===== config.mk =====
export PLATFORM = sky130hd
export DESIGN_NAME = asc_serial_cmd
export DESIGN_NICKNAME = d
export VERILOG_FILES = /design/src/hw/asc_pkg.sv /design/src/hw/asc_edge.sv /design/src/hw/asc_decode.sv /design/src/hw/asc_serial_cmd.sv
export SDC_FILE = /design/constraint.sdc
export NUM_CORES = 1
export LEC_CHECK = 0
export BUFFER_PORTS_ARGS = -buffer_cell sky130_fd_sc_hd__buf_2
export CAP_MARGIN = 20
export CORE_ASPECT_RATIO = 0.7
export CORE_MARGIN = 1.5
export CORE_UTILIZATION = 55
export DETAILED_ROUTE_END_ITERATION = 6
export PLACE_DENSITY_LB_ADDON = 0.2
export SLEW_MARGIN = 0
export SYNTH_ARGS = -nofsm -noshare
export SYNTH_HDL_FRONTEND = slang
export SYNTH_SLANG_ARGS = --single-unit

===== constraint.sdc =====
create_clock -name clk -period 2.2 [get_ports clk]
set_input_delay 0.22 -clock clk [delete_from_list [all_inputs] [get_ports clk]]
set_output_delay 0.22 -clock clk [all_outputs]
set_load 0.02 [all_outputs]

===== src/hw/asc_pkg.sv =====
package asc_pkg;

  localparam int CMD_W  = 4;
  localparam int CFG_W  = 12;
  localparam int FRM_W  = 16;
  localparam int RES_W  = 12;
  localparam int CNT_W  = 5;

  localparam logic [4:0] FRAME_BITS = 5'h10;
  localparam logic [4:0] CMD_BITS   = 5'h04;

  localparam logic [3:0] CMD_CH7      = 4'h7;
  localparam logic [3:0] CMD_PWDN     = 4'h8;
  localparam logic [3:0] CMD_CFG_RD   = 4'h9;
  localparam logic [3:0] CMD_CFG_WR   = 4'hA;
  localparam logic [3:0] CMD_TST_MID  = 4'hB;
  localparam logic [3:0] CMD_TST_LOW  = 4'hC;
  localparam logic [3:0] CMD_TST_HIGH = 4'hD;
  localparam logic [3:0] CMD_BUF_RD   = 4'hE;
  localparam logic [3:0] CMD_RSVD     = 4'hF;

  localparam logic [11:0] CFG_RESET = 12'h000;
  localparam int CFG_REF_SEL  = 11;
  localparam int CFG_REF_LVL  = 10;
  localparam int CFG_SAMP_LNG = 9;
  localparam int CFG_CCLK_HI  = 8;
  localparam int CFG_CCLK_LO  = 7;
  localparam int CFG_MODE_HI  = 6;
  localparam int CFG_MODE_LO  = 5;
  localparam int CFG_SEQ_HI   = 4;
  localparam int CFG_SEQ_LO   = 3;
  localparam int CFG_PIN_EOC  = 2;
  localparam int CFG_TRIG_HI  = 1;
  localparam int CFG_TRIG_LO  = 0;

  localparam logic [4:0] SAMP_SHORT = 5'h0C;
  localparam logic [4:0] SAMP_LONG  = 5'h18;
  localparam logic [3:0] RES_PAD    = 4'h0;

  // test input select codes
  localparam logic [1:0] TST_NONE = 2'h0;
  localparam logic [1:0] TST_MID  = 2'h1;
  localparam logic [1:0] TST_LOW  = 2'h2;
  localparam logic [1:0] TST_HIGH = 2'h3;

  typedef struct packed {
    logic       ref_internal;
    logic       ref_2v;
    logic [4:0] sample_clocks;
    logic [1:0] conv_clk_sel;
    logic [1:0] conv_mode;
    logic [1:0] sweep_order;
    logic       pin_is_eoc;
    logic [1:0] trigger_level;
  } asc_setup_t;

  typedef struct packed {
    logic       sel_valid;
    logic [2:0] channel;
    logic [1:0] test_sel;
  } asc_select_t;

endpackage : asc_pkg


===== src/hw/asc_edge.sv =====
`timescale 1ns/1ps
module asc_edge (
  input  wire logic clk,
  input  wire logic reset,
  input  wire logic sig,
  output logic      rise,
  output logic      fall,
  output logic      level
);
  typedef struct packed {
    logic prev;
  } asc_edge_st_t;

  asc_edge_st_t st_reg;
  asc_edge_st_t st_next;

  always_comb begin
    st_next      = st_reg;
    st_next.prev = sig;
  end

  always_ff @(posedge clk) begin
    if (reset) begin
      st_reg <= '{prev: 1'b1};
    end else begin
      st_reg <= st_next;
    end
  end

  assign rise  = sig & ~st_reg.prev;
  assign fall  = ~sig & st_reg.prev;
  assign level = st_reg.prev;
endmodule : asc_edge


===== src/hw/asc_decode.sv =====
`timescale 1ns/1ps
module asc_decode (
  input  wire logic [3:0]  cmd,
  input  wire logic        four_input,
  output asc_pkg::asc_select_t sel,
  output logic             is_pwdn,
  output logic             is_cfg_rd,
  output logic             is_cfg_wr,
  output logic             is_buf_rd
);
  import asc_pkg::*;

  always_comb begin
    sel       = '{sel_valid: 1'b0, channel: 3'h0, test_sel: TST_NONE};
    is_pwdn   = 1'b0;
    is_cfg_rd = 1'b0;
    is_cfg_wr = 1'b0;
    is_buf_rd = 1'b0;
    case (cmd)
      CMD_PWDN:     is_pwdn = 1'b1;
      CMD_CFG_RD:   is_cfg_rd = 1'b1;
      CMD_CFG_WR:   is_cfg_wr = 1'b1;
      CMD_TST_MID:  sel = '{sel_valid: 1'b1, channel: 3'h0, test_sel: TST_MID};
      CMD_TST_LOW:  sel = '{sel_valid: 1'b1, channel: 3'h0, test_sel: TST_LOW};
      CMD_TST_HIGH: sel = '{sel_valid: 1'b1, channel: 3'h0, test_sel: TST_HIGH};
      CMD_BUF_RD:   is_buf_rd = 1'b1;
      CMD_RSVD:     ;
      default: begin
        // channel codes; odd ones absent on the four-input variant
        if (cmd <= CMD_CH7) begin
          if (!four_input) begin
            sel = '{sel_valid: 1'b1, channel: cmd[2:0], test_sel: TST_NONE};
          end else if (!cmd[0]) begin
            sel = '{sel_valid: 1'b1, channel: {1'b0, cmd[2:1]}, test_sel: TST_NONE};
          end
        end
      end
    endcase
  end
endmodule : asc_decode


===== src/hw/asc_serial_cmd.sv =====
`timescale 1ns/1ps
// Behaviour
// - 16-bit frames, MSB first, 4-bit command
// - setup read returns setup in low 12
// - results in bits 15..4, zeros below
// - results straight binary, 000h lowest
// - first conversion after wake flagged invalid
// - frame sync high: select fall starts frame
// - frame sync fall starts frame in DSP mode
// - codes 0..7 select inputs, variant-aware
// - code 8h enters software power down
// - code Ah loads following 12 bits
// - codes Bh..Dh select reference test inputs
// - setup survives hardware and software power down
// - setup write tolerates clock pause mid-frame
// - bit 11 reference source, bit 10 level
// - bit 9 chooses 12 or 24 sample clocks
// - bits 8..7 choose conversion clock
// - bits 6..5 choose conversion mode
// - bits 4..3 choose sweep order
// - bit 2 chooses status pin function
// - bits 1..0 choose buffer trigger level
// - latch rising edge, or falling with frame sync
// - output floats outside the 16 bits
module asc_serial_cmd (
  input  wire logic                clk,
  input  wire logic                reset,
  input  wire logic                select_n,
  input  wire logic                frame_sync_in,
  input  wire logic                serial_clk,
  input  wire logic                serial_in,
  input  wire logic                four_input,
  input  wire logic                hardware_sleep_pin,
  input  wire logic [11:0]         result_data,
  input  wire logic                result_done,
  input  wire logic [11:0]         buffer_data,
  output logic                     serial_out,
  output logic                     serial_out_oe_n,
  output asc_pkg::asc_setup_t      setup,
  output asc_pkg::asc_select_t     input_select,
  output logic                     select_strobe,
  output logic                     buffer_pop,
  output logic                     powered_down,
  output logic                     result_invalid
);
  import asc_pkg::*;

  typedef struct packed {
    logic              dsp_mode;
    logic              in_frame;
    logic [CNT_W-1:0]  bit_cnt;
    logic [FRM_W-1:0]  shift_in;
    logic [FRM_W-1:0]  shift_out;
    logic [CMD_W-1:0]  cmd;
    logic [CFG_W-1:0]  cfg;
    logic              sdo;
    logic              sdo_oe_n;
    asc_setup_t        setup;
    asc_select_t       sel;
    logic              sel_stb;
    logic              pop;
    logic              pwdn;
    logic              first_invalid;
  } asc_state_t;

  asc_state_t st_reg;
  asc_state_t st_next;

  logic        cs_rise;
  logic        cs_fall;
  logic        cs_lvl;
  logic        fs_rise;
  logic        fs_fall;
  logic        fs_lvl;
  logic        sck_rise;
  logic        sck_fall;
  logic        sck_lvl;
  asc_select_t dec_sel;
  logic        dec_pwdn;
  logic        dec_cfg_rd;
  logic        dec_cfg_wr;
  logic        dec_buf_rd;
  logic [3:0]  cmd_now;
  logic        sample_edge;
  logic        shift_edge;

  asc_edge u_cs (
    .clk   (clk),
    .reset (reset),
    .sig   (select_n),
    .rise  (cs_rise),
    .fall  (cs_fall),
    .level (cs_lvl)
  );

  asc_edge u_fs (
    .clk   (clk),
    .reset (reset),
    .sig   (frame_sync_in),
    .rise  (fs_rise),
    .fall  (fs_fall),
    .level (fs_lvl)
  );

  asc_edge u_sck (
    .clk   (clk),
    .reset (reset),
    .sig   (serial_clk),
    .rise  (sck_rise),
    .fall  (sck_fall),
    .level (sck_lvl)
  );

  assign cmd_now = {st_reg.shift_in[2:0], serial_in};

  asc_decode u_dec (
    .cmd        (cmd_now),
    .four_input (four_input),
    .sel        (dec_sel),
    .is_pwdn    (dec_pwdn),
    .is_cfg_rd  (dec_cfg_rd),
    .is_cfg_wr  (dec_cfg_wr),
    .is_buf_rd  (dec_buf_rd)
  );

  assign sample_edge = st_reg.dsp_mode ? sck_fall : sck_rise;
  assign shift_edge  = st_reg.dsp_mode ? sck_fall : sck_rise;

  function automatic asc_setup_t unpack_cfg(input logic [11:0] c);
    asc_setup_t s;
    s.ref_internal  = c[CFG_REF_SEL];
    s.ref_2v        = c[CFG_REF_LVL];
    s.sample_clocks = c[CFG_SAMP_LNG] ? SAMP_LONG : SAMP_SHORT;
    s.conv_clk_sel  = c[CFG_CCLK_HI:CFG_CCLK_LO];
    s.conv_mode     = c[CFG_MODE_HI:CFG_MODE_LO];
    s.sweep_order   = c[CFG_SEQ_HI:CFG_SEQ_LO];
    s.pin_is_eoc    = c[CFG_PIN_EOC];
    s.trigger_level = c[CFG_TRIG_HI:CFG_TRIG_LO];
    return s;
  endfunction : unpack_cfg

  always_comb begin
    st_next         = st_reg;
    st_next.sel_stb = 1'b0;
    st_next.pop     = 1'b0;

    // sleep request wins over a result in the same cycle
    if (result_done) begin
      st_next.first_invalid = 1'b0;
    end
    if (!hardware_sleep_pin) begin
      st_next.pwdn          = 1'b1;
      st_next.first_invalid = 1'b1;
    end

    // frame start; msb presented right away
    if (cs_fall) begin
      st_next.dsp_mode = ~frame_sync_in;
      st_next.in_frame = frame_sync_in;
      st_next.bit_cnt  = '0;
      st_next.sdo      = st_reg.shift_out[15];
      st_next.sdo_oe_n = ~frame_sync_in;
    end else if (st_reg.dsp_mode && !cs_lvl && fs_fall) begin
      st_next.in_frame = 1'b1;
      st_next.bit_cnt  = '0;
      st_next.sdo      = st_reg.shift_out[15];
      st_next.sdo_oe_n = 1'b0;
    end else if (cs_rise) begin
      st_next.in_frame = 1'b0;
      st_next.sdo_oe_n = 1'b1;
    end else if (st_reg.in_frame && !cs_lvl) begin
      // clock pauses simply hold the count
      if (sample_edge) begin
        st_next.shift_in = {st_reg.shift_in[14:0], serial_in};
        st_next.bit_cnt   = st_reg.bit_cnt + 5'h01;
        st_next.shift_out = {st_reg.shift_out[14:0], 1'b0};
        st_next.sdo       = st_reg.shift_out[14];
        if (st_reg.bit_cnt == CMD_BITS - 5'h01) begin
          st_next.cmd = cmd_now;
          if (dec_sel.sel_valid) begin
            st_next.sel     = dec_sel;
            st_next.sel_stb = 1'b1;
            if (st_reg.pwdn) begin
              st_next.pwdn = 1'b0;
            end
          end
          if (dec_pwdn) begin
            st_next.pwdn          = 1'b1;
            st_next.first_invalid = 1'b1;
          end
          // setup lands so its msb follows the 4th edge
          if (dec_cfg_rd) begin
            st_next.shift_out = {st_reg.cfg, RES_PAD};
            st_next.sdo       = st_reg.cfg[CFG_W-1];
          end
        end
        if (st_reg.bit_cnt == FRAME_BITS - 5'h01) begin
          st_next.in_frame = 1'b0;
          st_next.sdo_oe_n = 1'b1;
          if (st_reg.cmd == CMD_CFG_WR) begin
            st_next.cfg   = {st_reg.shift_in[10:0], serial_in};
            st_next.setup = unpack_cfg({st_reg.shift_in[10:0], serial_in});
          end
          // word is shown in the following frame
          if (st_reg.cmd == CMD_BUF_RD) begin
            st_next.pop = 1'b1;
          end
        end
      end
    end

    // next frame's output word
    if (!st_reg.in_frame && !st_next.in_frame) begin
      if (result_done) begin
        st_next.shift_out = {result_data, RES_PAD};
      end else if (st_reg.pop) begin
        st_next.shift_out = {buffer_data, RES_PAD};
      end
    end
  end

  always_ff @(posedge clk) begin
    if (reset) begin
      st_reg <= '{dsp_mode: 1'b0, in_frame: 1'b0, bit_cnt: 5'h00, shift_in: 16'h0000,
                 shift_out: 16'h0000, cmd: 4'h0, cfg: CFG_RESET, sdo: 1'b0,
                 sdo_oe_n: 1'b1, setup: '0, sel: '0, sel_stb: 1'b0, pop: 1'b0,
                 pwdn: 1'b0, first_invalid: 1'b1};
    end else begin
      st_reg <= st_next;
    end
  end

  assign serial_out      = st_reg.sdo;
  assign serial_out_oe_n = st_reg.sdo_oe_n;
  assign setup           = st_reg.setup;
  assign input_select    = st_reg.sel;
  assign select_strobe   = st_reg.sel_stb;
  assign buffer_pop      = st_reg.pop;
  assign powered_down    = st_reg.pwdn;
  assign result_invalid  = st_reg.first_invalid;
endmodule : asc_serial_cmd


==> qor.yml <==
sta:
  worst_slew_pin_slew_ns: 0.734
  hold_violations: 0
  max_freq_ghz: 0.472
  setup_violations: 0
  slew_headroom: 0.509
  finalClockSkew_ns: 0.0107
  fin_crit_sh: 0.963
  drv_slew: 0
  fin_crit_ns: 2.12
route:
  wl_per_cell_um: 14.7
  drt_iter0_markers: 133
  dr.pass1.iters: 4
  vias: 2597
  drc: 0
  avgViaCountPerCell: 5.44
  postRouteAntennaNets: 0
  routed_wl_mm: 7.01
cts:
  tritoncts: "built"
  cts_resized: 0
  htree_levels: 3
  cts_sinks: 67
  clk_latency_ns: 0.35
  cts_inserted_buffers: 9
  clockBufferDepth: 2
  path_clk_slew_ns: 0.07
  cts-root-buf: "clkbuf_8"
worst_hold_path:
  hold_class: "primary input to register"
cells_and_area:
  largest_register_ffs: 47
  fillerInstances: 472
  multiInputGateArea_mm2: 0.00152
  syn2layout_area_growth_pct: 13.7
  seq_area_mm2: 0.00134
  final_core_util: 0.669
  fin_nets: 437
  drive_gt1_frac: 0.277
  insertedDiodeCount: 0
synthesis:
  netlist_instances: 362
  synth_flop_cell: "dfxtp_1"
  synthArstFlopShare: 0
  avgSynthCellArea_um2: 8.77
  synth_cell_types: 51
  ys_ff_latch: 67
  ys_seq_area_frac: 0.423
  yosysWarnings: 0
  synth_area_mm2: 0.00317
  synth_edf_count: 0
run_status:
  status: "complete, no violations"
grt:
  globalRouteOverflowTotal: 0
  grt_pass1_wl_mm: 11.6
  grt_pass1_vias: 2331
  grt_max_degree: 44
  grt_usage: 0.248
  antenna_found_initial: 0
critical_path:
  cp_max_fo: 6
  crit_type: "register to register"
  r2r-start: "st_reg[82]$_SDFFE_PP0P_"
  timing.rr.end: "input_select[4]$_SDFFE_PP0P_"
  required_ns: 2.48
  endpoint_kind: "register"
  reg2reg_depth: 5
  endpoint: "input_select[4]$_SDFFE_PP0P_"
  start_kind: "register"
  ff2ff_setup_slack_ns: 0.08
  cp-startpoint: "st_reg[82]$_SDFFE_PP0P_"
  cp_data_arrival_time_ns: 2.40
power:
  p_leak_nw: 1.59
  finalPower_mw: 2.47
  vdd_drop_max_mv: 0.412
  p_per_area_mw_per_mm2: 685
die:
  dieArea_mm2: 0.00624
  ios: 61
  initial_core_util: 0.588
  die_h_um: 66.6
  fp.dieW_um: 93.8
  core_area_mm2: 0.00540
  fp-row-count: 22
placement:
  gp_congestion: 0.802
  port_buffers: 58
  dp_hpwl_mm: 4.78
run:
  drv_cap: 0
## worst max-delay path: stages, from the launching register on
cell and delay (ns):
dfxtp_1 0.34, or4b_4 0.56, a21boi_2 0.19, nand4_1 0.28
or4b_1 0.54, a21oi_1 0.14
## area by class of cell
| class | count | share of cell area |
|---|---|---|
| inverters | 12 | 0.0125 |
| well taps | 72 | 0.0250 |
| flip-flops and latches | 67 | 0.372 |
| clock inverters | 6 | 0.0180 |
| multi-input cells | 238 | 0.421 |
| clock buffers | 10 | 0.0382 |
| repair buffers | 72 | 0.113 |
## kinds of logic after synthesis
logic type	synth area share
AOI/OAI and AO/OA	0.136
xor gates and xnor gates	0.0110
adders and majority gates	0.0158
buffers and inverters	0.0994
DFF	0.423
muxes	0.113
other	0.00118
and+or+nand+nor	0.201
## how the worst min path moves through the flow
stage          slack (ns)  depth (start not counted)             startpoint                         to
3_3_place_gp         0.42                          2  st_reg[44]$_SDFF_PP0_      st_reg[44]$_SDFF_PP0_
3_5_place_dp         0.42                          2  st_reg[44]$_SDFF_PP0_      st_reg[44]$_SDFF_PP0_
6_report             0.07                          2     hardware_sleep_pin  result_invalid$_SDFF_PP1_
4_1_cts              0.07                          2     hardware_sleep_pin  result_invalid$_SDFF_PP1_
5_1_grt              0.06                          2     hardware_sleep_pin  result_invalid$_SDFF_PP1_
2_1_floorplan        0.30                          1     hardware_sleep_pin  result_invalid$_SDFF_PP1_
## synthesized netlist by cell type, drive strengths merged (2+ instances only)
| master | count | share of area |
|---|---|---|
| buf | 31 | 0.067 |
| dfxtp | 67 | 0.42 |
| a211oi | 2 | 0.0047 |
| nor2 | 48 | 0.057 |
| ha | 4 | 0.016 |
| nand2b | 2 | 0.0039 |
| mux2i | 20 | 0.063 |
| mux2 | 14 | 0.050 |
| nor2b | 4 | 0.0079 |
| nand3 | 5 | 0.0079 |
| clkbuf | 15 | 0.018 |
| o21ai | 2 | 0.0032 |
| a22oi | 11 | 0.026 |
| nor3b | 2 | 0.0047 |
| or2 | 5 | 0.0099 |
| or3 | 4 | 0.0079 |
| nor3 | 4 | 0.0063 |
| o32ai | 12 | 0.033 |
| and2 | 3 | 0.0059 |
| nand4 | 3 | 0.0059 |
| nand2 | 40 | 0.047 |
| a21oi | 26 | 0.042 |
| and3 | 2 | 0.0039 |
| inv | 12 | 0.014 |
| xor2 | 2 | 0.0055 |
| or4b | 2 | 0.0075 |
| xnor2 | 2 | 0.0055 |
## placed cells by master (no fill, tap or decap), drive strengths merged, types with 2 or more instances in the layout
cell,n
buf,72
dfxtp,67
nor2,48
nand2,40
a21oi,26
mux2i,20
mux2,14
inv,12
o32ai,12
a22oi,11
clkbuf,10
nand3,5
or2,5
nor3,4
or3,4
nor2b,4
ha,4
clkinv,4
and2,3
nand4,3
and3,2
nand2b,2
xor2,2
xnor2,2
a211oi,2
nor3b,2
conb,2
or4b,2
o21ai,2
## layer usage
metal | part of all wire | GRT usage | vias to the layer above | wire length, um
met4 | 0.014 | 0.0970 | 0 | 99
met5 | 0 | 0 | - | 0
li1 | - | - | 1301 | -
met1 | 0.51 | 0.361 | 1196 | 3590
met2 | 0.41 | 0.343 | 89 | 2880
met3 | 0.063 | 0.0685 | 11 | 444
## report_power, final
group	switching, mW	total (mW)	internal (mW)
registers	0.0157	1.25	1.24
logic	0.0974	0.177	0.0798
clock network	0.488	1.04	0.553
total	0.601	2.47	1.87
## repair_timing
item | in CTS | in global routing
buffers inserted | 0 | 2
setup endpoints to repair | 0 | 1
hold buffers | 0 | 0
## stage by stage
| step | setup slack [ns] | hold slack [ns] | instances | instance area (um2) | TNS, ns |
|---|---|---|---|---|---|
| floorplan | 0.284 | 0.301 | 363 | 3180 | 0 |
| detailed placement | 0.127 | 0.422 | 459 | 3390 | 0 |
| finish | 0.0814 | 0.0723 | 477 | 3610 | 0 |
| global placement | 0.226 | 0.418 | 459 | 3390 | 0 |
| CTS | 0.0865 | 0.0715 | 475 | 3590 | 0 |
| global route | -0.0367 | 0.0649 | 477 | 3610 | -0.0367 |
No activity file was read; power rests on OpenSTA's default activity.
